`config.mk`:
```
export PLATFORM = sky130hd
export DESIGN_NAME = prom_programmer
export DESIGN_NICKNAME = d
export VERILOG_FILES = /design/src/prom_prog_pkg.sv /design/src/prom_programmer.sv
export VERILOG_INCLUDE_DIRS = /design/src
export SDC_FILE = /design/constraint.sdc
export NUM_CORES = 1
export LEC_CHECK = 0
export BUFFER_PORTS_ARGS = -buffer_cell sky130_fd_sc_hd__buf_2
export CELL_PAD_IN_SITES_DETAIL_PLACEMENT = 1
export CELL_PAD_IN_SITES_GLOBAL_PLACEMENT = 2
export CORE_MARGIN = 4
export CORE_UTILIZATION = 40
export CTS_BUF_LIST = sky130_fd_sc_hd__clkbuf_8
export CTS_CLUSTER_SIZE = 14
export DETAILED_ROUTE_END_ITERATION = 10
export HOLD_SLACK_MARGIN = 0.03
export PLACE_DENSITY_LB_ADDON = 0.1
export SLEW_MARGIN = 30
export SYNTH_ARGS = -nofsm -noshare
export SYNTH_HDL_FRONTEND = slang
export SYNTH_SLANG_ARGS = --single-unit
```
`constraint.sdc`:
```
create_clock -name clk_sys -period 4.8 [get_ports clk_sys]
set_clock_uncertainty 0.2 [all_clocks]
set_input_delay 0.48 -clock clk_sys [delete_from_list [all_inputs] [get_ports clk_sys]]
set_output_delay 0.48 -clock clk_sys [all_outputs]
set_load 0.005 [all_outputs]
```
`src/prom_prog_params.svh`:
```
`ifndef PROM_PROG_PARAMS_SVH
`define PROM_PROG_PARAMS_SVH

`define ADDR_W 17
`define DATA_W 8
`define CLK_PERIOD_NS 10
`define T_PW_NS 200000
`define T_PW_CYC (`T_PW_NS / `CLK_PERIOD_NS)
`define T_OPW_NS 600000
`define T_OPW_MAX_NS 5250000
`define T_OPW_CYC (`T_OPW_NS / `CLK_PERIOD_NS)
`define T_SETUP_NS 2000
`define T_SETUP_CYC ((`T_SETUP_NS + `CLK_PERIOD_NS - 1) / `CLK_PERIOD_NS)
`define T_HOLD_NS 2000
`define T_HOLD_CYC ((`T_HOLD_NS + `CLK_PERIOD_NS - 1) / `CLK_PERIOD_NS)
`define TOP_ADDR 17'h07fff
`define BLANK_BYTE 8'hff
`define RETRY_MAX 5'h19
`define FAIL_RUN_MAX 4'h3
`define MODE_PROM 3'h7

`endif

```
`src/prom_prog_pkg.sv`:
```
package prom_prog_pkg;
  typedef enum logic [3:0] {
    ST_IDLE = 4'h0,
    ST_SETUP = 4'h1,
    ST_PULSE = 4'h2,
    ST_GAP = 4'h3,
    ST_VERIFY = 4'h4,
    ST_OPW_SETUP = 4'h5,
    ST_OPW = 4'h6,
    ST_DONE = 4'h7
  } prog_state_t;
endpackage

```
`src/prom_programmer.sv`:
```
`timescale 1ns/10ps
`include "prom_prog_params.svh"
// Summary of operation
// - write: chip enable low, output enable high, strobe low, data driven.
// - one byte per cycle with the byte algorithm, never page mode.
// - initial program pulse lasts 0.19 to 0.21 ms, nominally 0.2 ms.
// - over-programming pulse lasts at least 0.19 ms and at most 5.25 ms.
// - programming addresses are kept within the low 32 kbyte region.
// - image bytes for the upper unimplemented region must be all ones.
// - failures at several consecutive addresses abort the sequence.
// - the device is put in programming mode with all three mode pins high.
module prom_programmer (
  input wire logic clk_sys,
  input wire logic rst,
  input wire logic start,
  input wire logic [16:0] wr_addr,
  input wire logic [7:0] wr_data,
  output logic busy,
  output logic done,
  output logic byte_fail,
  output logic aborted,
  output logic [7:0] read_back,
  output logic [2:0] mode_select_pins,
  output logic chip_enable_n,
  output logic output_enable_n,
  output logic program_strobe_n,
  output logic [16:0] prom_address_pins,
  output logic [7:0] prom_data_pins_o,
  output logic prom_data_pins_oe_n,
  input wire logic [7:0] prom_data_pins_i
);
  prom_prog_pkg::prog_state_t state_q;
  logic [19:0] cnt_q;
  logic [4:0] tries_q;
  logic [3:0] fail_run_q;
  logic [7:0] data_q;
  logic [7:0] sync1_q;
  logic [7:0] sync2_q;
  logic match;
  logic cnt_done;
  logic upper;

  assign match = (sync2_q == data_q);
  assign cnt_done = (cnt_q == 20'h00000);
  assign upper = (wr_addr > `TOP_ADDR);
  assign busy = (state_q != prom_prog_pkg::ST_IDLE) &&
                (state_q != prom_prog_pkg::ST_DONE);
  assign mode_select_pins = `MODE_PROM;

  // data pin synchroniser
  always_ff @(posedge clk_sys or posedge rst) begin
    if (rst) begin
      sync1_q <= 8'h00;
      sync2_q <= 8'h00;
    end else begin
      sync1_q <= prom_data_pins_i;
      sync2_q <= sync1_q;
    end
  end

  // sequencer
  always_ff @(posedge clk_sys or posedge rst) begin
    if (rst) begin
      state_q <= prom_prog_pkg::ST_IDLE;
      cnt_q <= 20'h00000;
      tries_q <= 5'h00;
      data_q <= 8'h00;
      prom_address_pins <= 17'h00000;
      done <= 1'b0;
      byte_fail <= 1'b0;
      read_back <= 8'h00;
    end else begin
      done <= 1'b0;
      unique case (state_q)
        prom_prog_pkg::ST_IDLE,
        prom_prog_pkg::ST_DONE: begin
          // upper region and blank bytes need no pulses
          if (start && !aborted) begin
            if (upper || wr_data == `BLANK_BYTE) begin
              done <= 1'b1;
              byte_fail <= upper && (wr_data != `BLANK_BYTE);
              state_q <= prom_prog_pkg::ST_DONE;
            end else begin
              prom_address_pins <= wr_addr;
              data_q <= wr_data;
              tries_q <= 5'h00;
              byte_fail <= 1'b0;
              cnt_q <= 20'(`T_SETUP_CYC);
              state_q <= prom_prog_pkg::ST_SETUP;
            end
          end
        end
        prom_prog_pkg::ST_SETUP: begin
          if (cnt_done) begin
            cnt_q <= 20'(`T_PW_CYC);
            tries_q <= tries_q + 5'h01;
            state_q <= prom_prog_pkg::ST_PULSE;
          end else begin
            cnt_q <= cnt_q - 20'h00001;
          end
        end
        prom_prog_pkg::ST_PULSE: begin
          if (cnt_done) begin
            // data still driven after the strobe rises
            cnt_q <= 20'(`T_HOLD_CYC);
            state_q <= prom_prog_pkg::ST_GAP;
          end else begin
            cnt_q <= cnt_q - 20'h00001;
          end
        end
        prom_prog_pkg::ST_GAP: begin
          if (cnt_done) begin
            cnt_q <= 20'(`T_SETUP_CYC);
            state_q <= prom_prog_pkg::ST_VERIFY;
          end else begin
            cnt_q <= cnt_q - 20'h00001;
          end
        end
        prom_prog_pkg::ST_VERIFY: begin
          if (!cnt_done) begin
            cnt_q <= cnt_q - 20'h00001;
          end else begin
            read_back <= sync2_q;
            if (match || tries_q == `RETRY_MAX) begin
              byte_fail <= !match;
              cnt_q <= 20'(`T_SETUP_CYC);
              state_q <= prom_prog_pkg::ST_OPW_SETUP;
            end else begin
              cnt_q <= 20'(`T_SETUP_CYC);
              state_q <= prom_prog_pkg::ST_SETUP;
            end
          end
        end
        prom_prog_pkg::ST_OPW_SETUP: begin
          if (cnt_done) begin
            cnt_q <= 20'(`T_OPW_CYC + `T_HOLD_CYC);
            state_q <= prom_prog_pkg::ST_OPW;
          end else begin
            cnt_q <= cnt_q - 20'h00001;
          end
        end
        prom_prog_pkg::ST_OPW: begin
          // tail of the count is the data hold
          if (cnt_done) begin
            done <= 1'b1;
            state_q <= prom_prog_pkg::ST_DONE;
          end else begin
            cnt_q <= cnt_q - 20'h00001;
          end
        end
        default: begin
          state_q <= prom_prog_pkg::ST_IDLE;
        end
      endcase
    end
  end

  // consecutive failure tracking
  always_ff @(posedge clk_sys or posedge rst) begin
    if (rst) begin
      fail_run_q <= 4'h0;
      aborted <= 1'b0;
    end else if (done) begin
      if (byte_fail) begin
        fail_run_q <= fail_run_q + 4'h1;
        if (fail_run_q + 4'h1 >= `FAIL_RUN_MAX) begin
          aborted <= 1'b1;
        end
      end else begin
        fail_run_q <= 4'h0;
      end
    end
  end

  // pin drive
  always_ff @(posedge clk_sys or posedge rst) begin
    if (rst) begin
      chip_enable_n <= 1'b1;
      output_enable_n <= 1'b1;
      program_strobe_n <= 1'b1;
      prom_data_pins_o <= 8'h00;
      prom_data_pins_oe_n <= 1'b1;
    end else begin
      chip_enable_n <= !busy;
      prom_data_pins_o <= data_q;
      unique case (state_q)
        prom_prog_pkg::ST_PULSE: begin
          output_enable_n <= 1'b1;
          program_strobe_n <= 1'b0;
          prom_data_pins_oe_n <= 1'b0;
        end
        prom_prog_pkg::ST_OPW: begin
          // strobe rises before the end so data outlasts it
          output_enable_n <= 1'b1;
          program_strobe_n <= (cnt_q <= 20'(`T_HOLD_CYC));
          prom_data_pins_oe_n <= 1'b0;
        end
        // controller drives data, device inhibited
        prom_prog_pkg::ST_SETUP,
        prom_prog_pkg::ST_GAP,
        prom_prog_pkg::ST_OPW_SETUP: begin
          output_enable_n <= 1'b1;
          program_strobe_n <= 1'b1;
          prom_data_pins_oe_n <= 1'b0;
        end
        prom_prog_pkg::ST_VERIFY: begin
          output_enable_n <= 1'b0;
          program_strobe_n <= 1'b1;
          prom_data_pins_oe_n <= 1'b1;
        end
        default: begin
          output_enable_n <= 1'b1;
          program_strobe_n <= 1'b1;
          prom_data_pins_oe_n <= 1'b1;
        end
      endcase
    end
  end
endmodule

```
==> results of run 1 <==
==> cell type report <==
type | count | share of cell area
Clock inverter | 6 | 0.005901
Clock buffer | 10 | 0.02705
Inverter | 15 | 0.01156
Tap cell | 136 | 0.03344
Multi-Input combinational cell | 260 | 0.3536
Timing Repair Buffer | 87 | 0.09540
Sequential cell | 96 | 0.4731
==> power by group through the flow <==
| stage | Combinational, mW | Clock (mW) | Sequential, mW |
|---|---|---|---|
| 2_1_floorplan | 0.0298 | 0 | 0.847 |
| 3_3_place_gp | 0.0570 | 0 | 0.849 |
| 3_5_place_dp | 0.0587 | 0 | 0.850 |
| 4_1_cts | 0.0645 | 0.495 | 0.834 |
| 5_1_grt | 0.0712 | 0.529 | 0.836 |
| 6_report | 0.0623 | 0.468 | 0.834 |
==> metrics by stage <==
| stage | total power [mW] | setup slack, ps | hold slack (ps) |
|---|---|---|---|
| after floorplan | 0.8771 | 1621 | 131.2 |
| after CTS | 1.393 | 1672 | 104.4 |
| final | 1.364 | 1615 | 128.7 |
| after detailed placement | 0.9085 | 1704 | 136.5 |
| after global placement | 0.9061 | 1656 | 134.0 |
| after global routing | 1.437 | 1404 | 102.8 |
==> path summary, 6_finish.rpt <==
path,to,slack [ps],start,cells after the start
setup / recovery,cnt_q[13]$_DFFE_PP0P_,1610,state_q[2]$_DFFE_PP0P_,6
hold / removal,prom_address_pins[5]$_DFFE_PP0P_,130,wr_addr[5],2
setup reg to reg,cnt_q[13]$_DFFE_PP0P_,1610,state_q[2]$_DFFE_PP0P_,6
hold reg to reg,sync2_q[3]$_DFF_PP0_,160,sync1_q[3]$_DFF_PP0_,0
max in group asynchronous,cnt_q[18]$_DFFE_PP0P_,2830,rst,4
min in group asynchronous,data_q[3]$_DFFE_PP0P_,530,rst,3
==> cells by family after synthesis <==
| logic type | Yosys count |
|---|---|
| AO/OA/AOI/OAI | 81 |
| XOR/XNOR | 12 |
| adder cells (fa/ha/maj) | 6 |
| buffers and inverters | 28 |
| flip-flops | 96 |
| multiplexers | 33 |
| other | 1 |
| AND/OR/NAND/NOR | 125 |
==> per-layer routing <==
metal | vias to the layer above | track usage
li1 | 1538 | -
met1 | 1635 | 0.2301
met2 | 64 | 0.2806
met3 | 10 | 0.06038
met4 | 0 | 0.04327
met5 | - | 0
==> critical path: cells and delay by family (launching register included) <==
family / cells / cell delay [ps]
flip-flops: 1 / 780
AO/OA/AOI/OAI: 2 / 860
AND/OR/NAND/NOR: 4 / 1210
==> synthesized netlist by cell type, types with 3 or more instances <==
cell type  number
a211oi_1        3
buf_4           4
o21ai_0        19
ha_1            6
mux2_2         32
buf_2           3
a31oi_1         4
a21oi_1        11
nor3_1          7
inv_1          15
xor2_1         11
a211o_1         3
o211ai_1        3
o21a_1          3
and2_1          4
o31ai_1         6
o22ai_1         3
dfstp_2         4
dfrtp_1        92
nor4_1          6
nor2_1         30
nand4_1         7
nor2b_1         5
o21ai_1         4
nand3_1         8
nand2_1        37
==> flip-flops by register name, indices dropped and copies added (netlist names) <==
| name | cells |
|---|---|
| aborted | 1 |
| read_back | 8 |
| done | 1 |
| cnt_q | 20 |
| sync1_q | 8 |
| chip_enable_n | 1 |
| state_q | 3 |
| fail_run_q | 4 |
| prom_data_pins_oe_n | 1 |
| byte_fail | 1 |
| prom_data_pins_o | 8 |
| data_q | 8 |
| output_enable_n | 1 |
| sync2_q | 8 |
| tries_q | 5 |
| prom_address_pins | 17 |
| program_strobe_n | 1 |
==> results.ini, run 1 <==
[yosys]
ys_warn_count=0
synth-seq-area-share=0.5557
synth_cells=382
synth_mux_area_frac=0.08550
syn_area_sq_um=4332
ys_ff_latch=96
synth_area_leaders=dfrtp_1 53%, mux2_2 8.3%, nand2_1 3.2%
synth-compound-area-share=0.1320
synth_edf_count=0
synth-main-ff-cell=dfrtp_1
synth_xor_area_frac=0.02426
synth_top_family_by_area=simple AND/OR/NAND/NOR gates
async_flop_share=1.000
synth_simple_gate_area_share=0.1522
synth_fa_ha_area_frac=0.01733
synth_top_area_frac=0.5315
ys_types=67
yosysTopAreaCell=dfrtp_1
postSynthAreaPerCell_sq_um=11.34

[power_and_ir_drop]
p_leak_nw=2.497
clockPowerShare=0.343
switchingPower_mw=0.3160
comb_power_share=0.046
intPower_mw=1.048
ir_drop_uv=187.3
seqPwrFrac=0.611
sw_frac_of_total=0.2317
p_per_area_nw_per_um2=268.0

[layout]
multi_input_area_sq_um=1799
area_growth_pct=17.48
final_cell_mix=92 x dfrtp_1, 76 x buf_2, 37 x nand2_1
post-route-cell-area_sq_um=5089
regArea_sq_um=2407
nNetsFinal=511
final_common_cell=dfrtp_1
final_core_util=0.4885
final_cells=610
antennaDiodeCount=0
drive_gt1_frac=0.3101
fillers=1151

[cts]
clockBufferDepth=2
htree_num_levels=3
cts_tree=done
root_buffer=clkbuf_8
cts_buffers=9
cts_num_sinks=96
cts_resized=0
ctsHoldBuffers=9
post-cts-setup-buffers=0
path_clk_slew_ps=90
clock_latency_ps=370

[timing]
setup_viol=0
final.setup.tns_ps=0
fin_crit_sh=0.6636
rsz0062_at_grt=no
tightestPinTransition_ps=888.9
slew_violations=0
fmax_mhz=314.0
hold_viol=0
slew_headroom=0.4062
min_period_ps=3185

[placement]
placed_cells=585
portBuffers=76
gp_congestion=0.8275
placed_cell_area_sq_um=4831
post-dp-hpwl_microns=7705

[global_routing]
first_global_vias=3361
grt_pass1_wl_microns=17440
overflow=0
grt_antenna_before_repair=0
grt_max_degree=50
grt_use_total=0.1752

[detailed_routing]
met2_length_microns=5053
wl_per_cell_microns=17.32
drtIter0Drc=121
wl_met3_microns=582
via_per_inst=5.323
top_layer=met4
m1WireLength_microns=4813
drt-pass1-iter-count=4
drc=0
ant_nets=0
wirelength_microns=10570
vias=3247

[die]
io_pins=80
rows=37
core_area_sq_um=10420
start_util=0.4159
dieArea_sq_um=12560
die_w_microns=112.1
die_h_microns=112.1

[setup_path]
endpoint_kind=register
cp_max_fo=15
crit_type=register to register
crit_chain=nor3_1, nor2b_1, nor2_1, a21oi_1, nand2_1, a211o_1
crit_required_ps=4850
cpPeakStageDelay_ps=780
worstPathArrival_ps=3240
cp-start-kind=register
cpMaxStageDelayCell=dfrtp_1

[hold_path]
hold_path.class=input pin to register

[outcome]
status=completed

[job]
drv_cap=0

(Power assumes the default switching activity.)
==> run 2, diff against run 1 <==
- CORE_UTILIZATION: 40 -> 34
- clock period: 4.8 -> 2.72 ns (I/O delays scaled with it)
==> run 2 against run 1 <==
Net effect:
- utilization fell by 2.6 points
- design area is 12% higher
- largest power group unchanged
- critical endpoint is now read_back[5]$_DFFE_PP0P_
- worst setup slack got worse by 1500 ps
- die area is 16% higher
- critical path type unchanged
==> results.ini, run 2 (synthesis results as in run 1) <==
[job]
drv_cap=0  ; unchanged

[detailed_routing]
ant_nets=0  ; unchanged
vias=3471  ; +6.9%
wirelength_microns=12150  ; +15%
via_per_inst=4.987  ; -6.3%
drt-pass1-iter-count=4  ; unchanged
wl_per_cell_microns=17.46  ; +0.82%
drc=0  ; unchanged
drtIter0Drc=135  ; +12%

[power_and_ir_drop]
p_leak_nw=2.755  ; +10%
ir_drop_uv=290.7  ; +55%
p_per_area_nw_per_um2=450.0  ; +68%

[cts]
htree_num_levels=3  ; unchanged
clock_latency_ps=370  ; about the same
path_clk_slew_ps=100  ; about the same
clockBufferDepth=2  ; unchanged
cts_buffers=9  ; unchanged
cts_tree=done
root_buffer=clkbuf_8
cts_num_sinks=96  ; unchanged

[timing]
min_period_ps=2623  ; -561.8 ps
fin_ws_ps=96.64  ; -1518 ps
slew_headroom=0.5808  ; +0.1746
hold_viol=0  ; unchanged
fmax_mhz=381.2  ; +21%
slew_violations=0  ; unchanged
setup_viol=0  ; unchanged
tightestPinTransition_ps=627.5  ; -261.4 ps
hold_ws_ps=155.3  ; +26.64 ps
fin_crit_sh=0.9645  ; +0.3009

[placement]
gp_congestion=0.7796  ; -5.8%
portBuffers=76  ; unchanged
post-dp-hpwl_microns=8598  ; +12%
place_ws_ps=-22.09  ; -1726 ps

[outcome]
status=completed

[setup_path]
cpMaxStageDelayCell=or4_4
cp_num_buf_inv=0  ; unchanged
cp-start-kind=register
cpPeakStageDelay_ps=540  ; -240 ps
cp.depth=5  ; -1
crit_required_ps=2790  ; -2060 ps
crit_chain=or4_4, or3b_4, or2_4, nor2_4, mux2_2
rr_worst_depth=5  ; -1
worstPathArrival_ps=2690  ; -550 ps
cp_max_fo=8  ; -7
crit_type=register to register
cp_top_family=simple AND/OR/NAND/NOR gates
endpoint_kind=register

[layout]
largest_reg_flops=20  ; unchanged
area_growth_pct=31.02
reg_top3=cnt_q x20, prom_address_pins x17
final_cell_mix=92 x dfrtp_1, 76 x buf_2, 37 x nand2_1
antennaDiodeCount=0  ; unchanged
final_common_cell=dfrtp_1
nNetsFinal=565  ; +11%
drive_gt1_frac=0.3447  ; +0.03457
fillers=1366  ; +19%
top_register=cnt_q

[hold_path]
hold_depth=4  ; +2
hold_path.class=input pin to register

[die]
start_util=0.3533  ; -0.06259
dieArea_sq_um=14610  ; +16%
io_pins=80  ; unchanged
die_w_microns=120.9  ; +7.9%
rows=40  ; +8.1%
die_h_microns=120.9  ; +7.9%
core_area_sq_um=12260  ; +18%

[global_routing]
grt_antenna_before_repair=0  ; unchanged
grt_pass1_wl_microns=20600  ; +18%
grt_use_total=0.1805  ; +0.005302
first_global_vias=3879  ; +15%
overflow=0  ; unchanged
grt_max_degree=45  ; -10%

run 2: cell count changes in the layout (fill, tap and decap cells not counted), moves of 2 or more:
cell	previous run	this run
buf_12	0	4
inv_6	0	2
inv_1	17	14
clkinvlp_4	0	2
buf_4	2	28
dlygate4sd3_1	9	32
run 2: timing repair:
item	in CTS	in global routing
endpoints found under the hold margin	51	0
setup buffers	0	3
endpoints found under the setup margin	4	24
pin swaps	0	3
gates resized for setup	1	2
hold buffers	32	0
run 2: power breakdown:
part	internal [mW]	switching, mW	leakage, nW	total (mW)
Clock	0.371	0.561	0.0952	0.932
Sequential	1.45	0.0170	1.21	1.47
Combinational	0.0783	0.0724	1.45	0.151
run 2: stage by stage:
step | cells | power [mW] | utilization | cell area, sq um | setup TNS (ps)
2_1_floorplan | 384 | 1.548 | - | 4343 | 0
3_3_place_gp | 645 | 1.612 | 0.4176 | 5120 | 0
3_5_place_dp | 645 | 1.615 | 0.4176 | 5120 | -32.90
4_1_cts | 693 | 2.592 | 0.4595 | 5634 | 0
5_1_grt | 696 | 2.685 | 0.4629 | 5675 | -0.006883
6_report | 696 | 2.554 | 0.4629 | 5675 | 0
run 2: area by class of cell:
cell class	count	area [sq um]	area share
inverter	15	60.06	0.01058
timing repair buffer	141	1002	0.1766
tap	168	210.2	0.03704
clock inverter	6	50.05	0.008818
multi-input combinational	260	1808	0.3186
sequential	96	2407	0.4242
clock buffer	10	137.6	0.02425
run 2: worst reg2reg max path, delay by kind of cell, from the launching register on:
kind,cells,cell delay [ps]
DFF,1,390
muxes,1,370
and+or+nand+nor,4,1550
run 2: worst paths after layout:
path	start	endpoint	slack, ps
setup / recovery	cnt_q[12]$_DFFE_PP0P_	read_back[5]$_DFFE_PP0P_	100
hold / removal	wr_addr[16]	byte_fail$_DFFE_PP0P_	160
setup reg to reg	cnt_q[12]$_DFFE_PP0P_	read_back[5]$_DFFE_PP0P_	100
hold reg to reg	sync1_q[2]$_DFF_PP0_	sync2_q[2]$_DFF_PP0_	160
max in group asynchronous	rst	prom_address_pins[12]$_DFFE_PP0P_	1390
min in group asynchronous	rst	fail_run_q[1]$_DFFE_PP0P_	320
run 2: per-layer routing:
metal  up-vias  GRT usage  routed length, microns
met3        13    0.03916                     525
met5         -          0                       0
met2        74     0.2897                    5795
li1       1638          -                       -
met4         0    0.06374                     192
met1      1746     0.2409                    5640
==> run 3, diff against run 2 <==
- ABC_CLOCK_PERIOD_IN_PS: default -> 2720
- CORE_MARGIN: 4 -> 5
==> run 3 against run 2 <==
Net effect:
- die area is 3.3% higher
- worst setup slack worse by 6.1 ps
- combinational power hardly changed
- largest cell class unchanged
==> results.ini, run 3 (synthesis results as in run 1) <==
[power_and_ir_drop]
p_leak_nw=2.769  ; +0.52%
p_per_area_nw_per_um2=444.2  ; -1.3%
ir_drop_uv=310.5  ; +6.8%
power_mw=2.534  ; -0.78%

[timing]
hold_viol=0  ; unchanged
setup_viol=0  ; unchanged
min_period_ps=2629  ; +6.126 ps
fmax_mhz=380.3  ; -0.23%
hold_ws_ps=149.0  ; -6.273 ps
slew_violations=0  ; unchanged
fin_crit_sh=0.9667  ; +0.002252
tightestPinTransition_ps=650.0  ; +22.52 ps
rsz0062_at_grt=yes
slew_headroom=0.5667  ; -0.01413

[setup_path]
cpMaxStageDelayCell=or4_4
cp-start-kind=register
cpPeakStageDelay_ps=540  ; about the same
cp_max_fo=5  ; -3
worstPathArrival_ps=2700  ; about the same
crit_chain=or4_4, or3b_4, buf_4, nor3_4, buf_4, a21oi_1, o21a_1
endpoint_kind=register
crit_type=register to register
path_common_cell=buf_4
crit_required_ps=2800  ; about the same

[die]
die_w_microns=122.9  ; +1.7%
io_pins=80  ; unchanged
start_util=0.3446  ; -0.008616
dieArea_sq_um=15100  ; +3.3%
core_area_sq_um=12570  ; +2.5%
die_h_microns=122.9  ; +1.7%
rows=41  ; +2.5%

[global_routing]
grt_max_degree=41  ; -8.9%
grt_pass1_wl_microns=20060  ; -2.6%
grt_use_total=0.1724  ; -0.008056
overflow=0  ; unchanged
first_global_vias=3861  ; -0.46%
grt_antenna_before_repair=0  ; unchanged

[detailed_routing]
ant_nets=0  ; unchanged
vias=3457  ; -0.40%
drt-pass1-iter-count=4  ; unchanged
drc=0  ; unchanged
wl_per_cell_microns=17.02  ; -2.5%
via_per_inst=4.911  ; -1.5%
wirelength_microns=11990  ; -1.4%
drtIter0Drc=130  ; -3.7%

[placement]
portBuffers=76  ; unchanged
post-dp-hpwl_microns=8716  ; +1.4%
gp_congestion=0.8310  ; +6.6%
placed_cells=654  ; +1.4%

[layout]
drive_gt1_frac=0.3534  ; +0.008686
fillers=1416  ; +3.7%
antennaDiodeCount=0  ; unchanged
reg_top3=cnt_q x20, prom_address_pins x17
top_register=cnt_q
final_cell_mix=92 x dfrtp_1, 76 x buf_2, 37 x nand2_1
largest_reg_flops=20  ; unchanged
nNetsFinal=569  ; +0.71%
final_cells=704  ; +1.1%
area_growth_pct=31.72
final_common_cell=dfrtp_1

[cts]
clock_latency_ps=380  ; about the same
cts_num_sinks=96  ; unchanged
cts_tree=done
htree_num_levels=3  ; unchanged
path_clk_slew_ps=100  ; about the same
cts_buffers=9  ; unchanged
clockBufferDepth=2  ; unchanged
root_buffer=clkbuf_8

[job]
drv_cap=0  ; unchanged

[hold_path]
hold_path.class=input pin to register

[outcome]
status=completed

[run 3: per-stage QoR]
stage                     worst slack (ps)  area [sq um]    util  setup TNS [ps]
after floorplan                      103.8          4343       -               0
after global placement               62.87          5150  0.4098               0
after detailed placement            -32.86          5150  0.4098          -71.54
after CTS                            27.56          5658  0.4502               0
after global routing                -29.90          5705  0.4540          -91.35
final                                90.51          5705  0.4540               0
[run 3: worst max-delay path: cells and delay by family (launching register included)]
| kind | cells | cell delay (ps) |
|---|---|---|
| flip-flops | 1 | 400 |
| AO/OA/AOI/OAI | 2 | 450 |
| AND/OR/NAND/NOR | 3 | 1150 |
| buffers and inverters | 2 | 330 |
[run 3: path summary, 6_finish.rpt]
kind	start	to	slack, ps	cells after the start
worst max-delay path	cnt_q[12]$_DFFE_PP0P_	cnt_q[3]$_DFFE_PP0P_	90	7
worst max register to register	cnt_q[12]$_DFFE_PP0P_	cnt_q[3]$_DFFE_PP0P_	90	7
worst min-delay path	wr_addr[15]	byte_fail$_DFFE_PP0P_	150	4
max in group asynchronous	rst	read_back[1]$_DFFE_PP0P_	1240	4
worst min register to register	sync1_q[4]$_DFF_PP0_	sync2_q[4]$_DFF_PP0_	150	0
min in group asynchronous	rst	fail_run_q[0]$_DFFE_PP0P_	270	3
[run 3: cell type report]
cell class,count,area (sq um),share of cell area
tap,172,215.2,0.03772
multi-input combinational,260,1822,0.3193
clock inverter,7,61.31,0.01075
sequential,96,2407,0.4219
inverter,15,60.06,0.01053
timing repair buffer,145,1016,0.1781
clock buffer,9,123.9,0.02171
[run 3: what timing repair did]
action	in CTS	in global routing
hold buffers	32	0
pin swaps	0	2
endpoints found under the setup margin	10	12
endpoints found under the hold margin	47	0
buffers inserted	0	2
resized for setup	1	4
[run 3: power breakdown]
group	total, mW	internal [mW]	switching [mW]
combinational	0.149	0.0766	0.0727
clock	0.916	0.354	0.563
sequential	1.47	1.45	0.0147
total	2.53	1.88	0.650
[run 3: per-layer routing]
metal,global-route usage,vias up,part of all wire
li1,-,1645,-
met1,0.2218,1726,0.45
met2,0.2778,75,0.48
met3,0.05115,11,0.058
met4,0.05808,0,0.013
met5,0,-,0
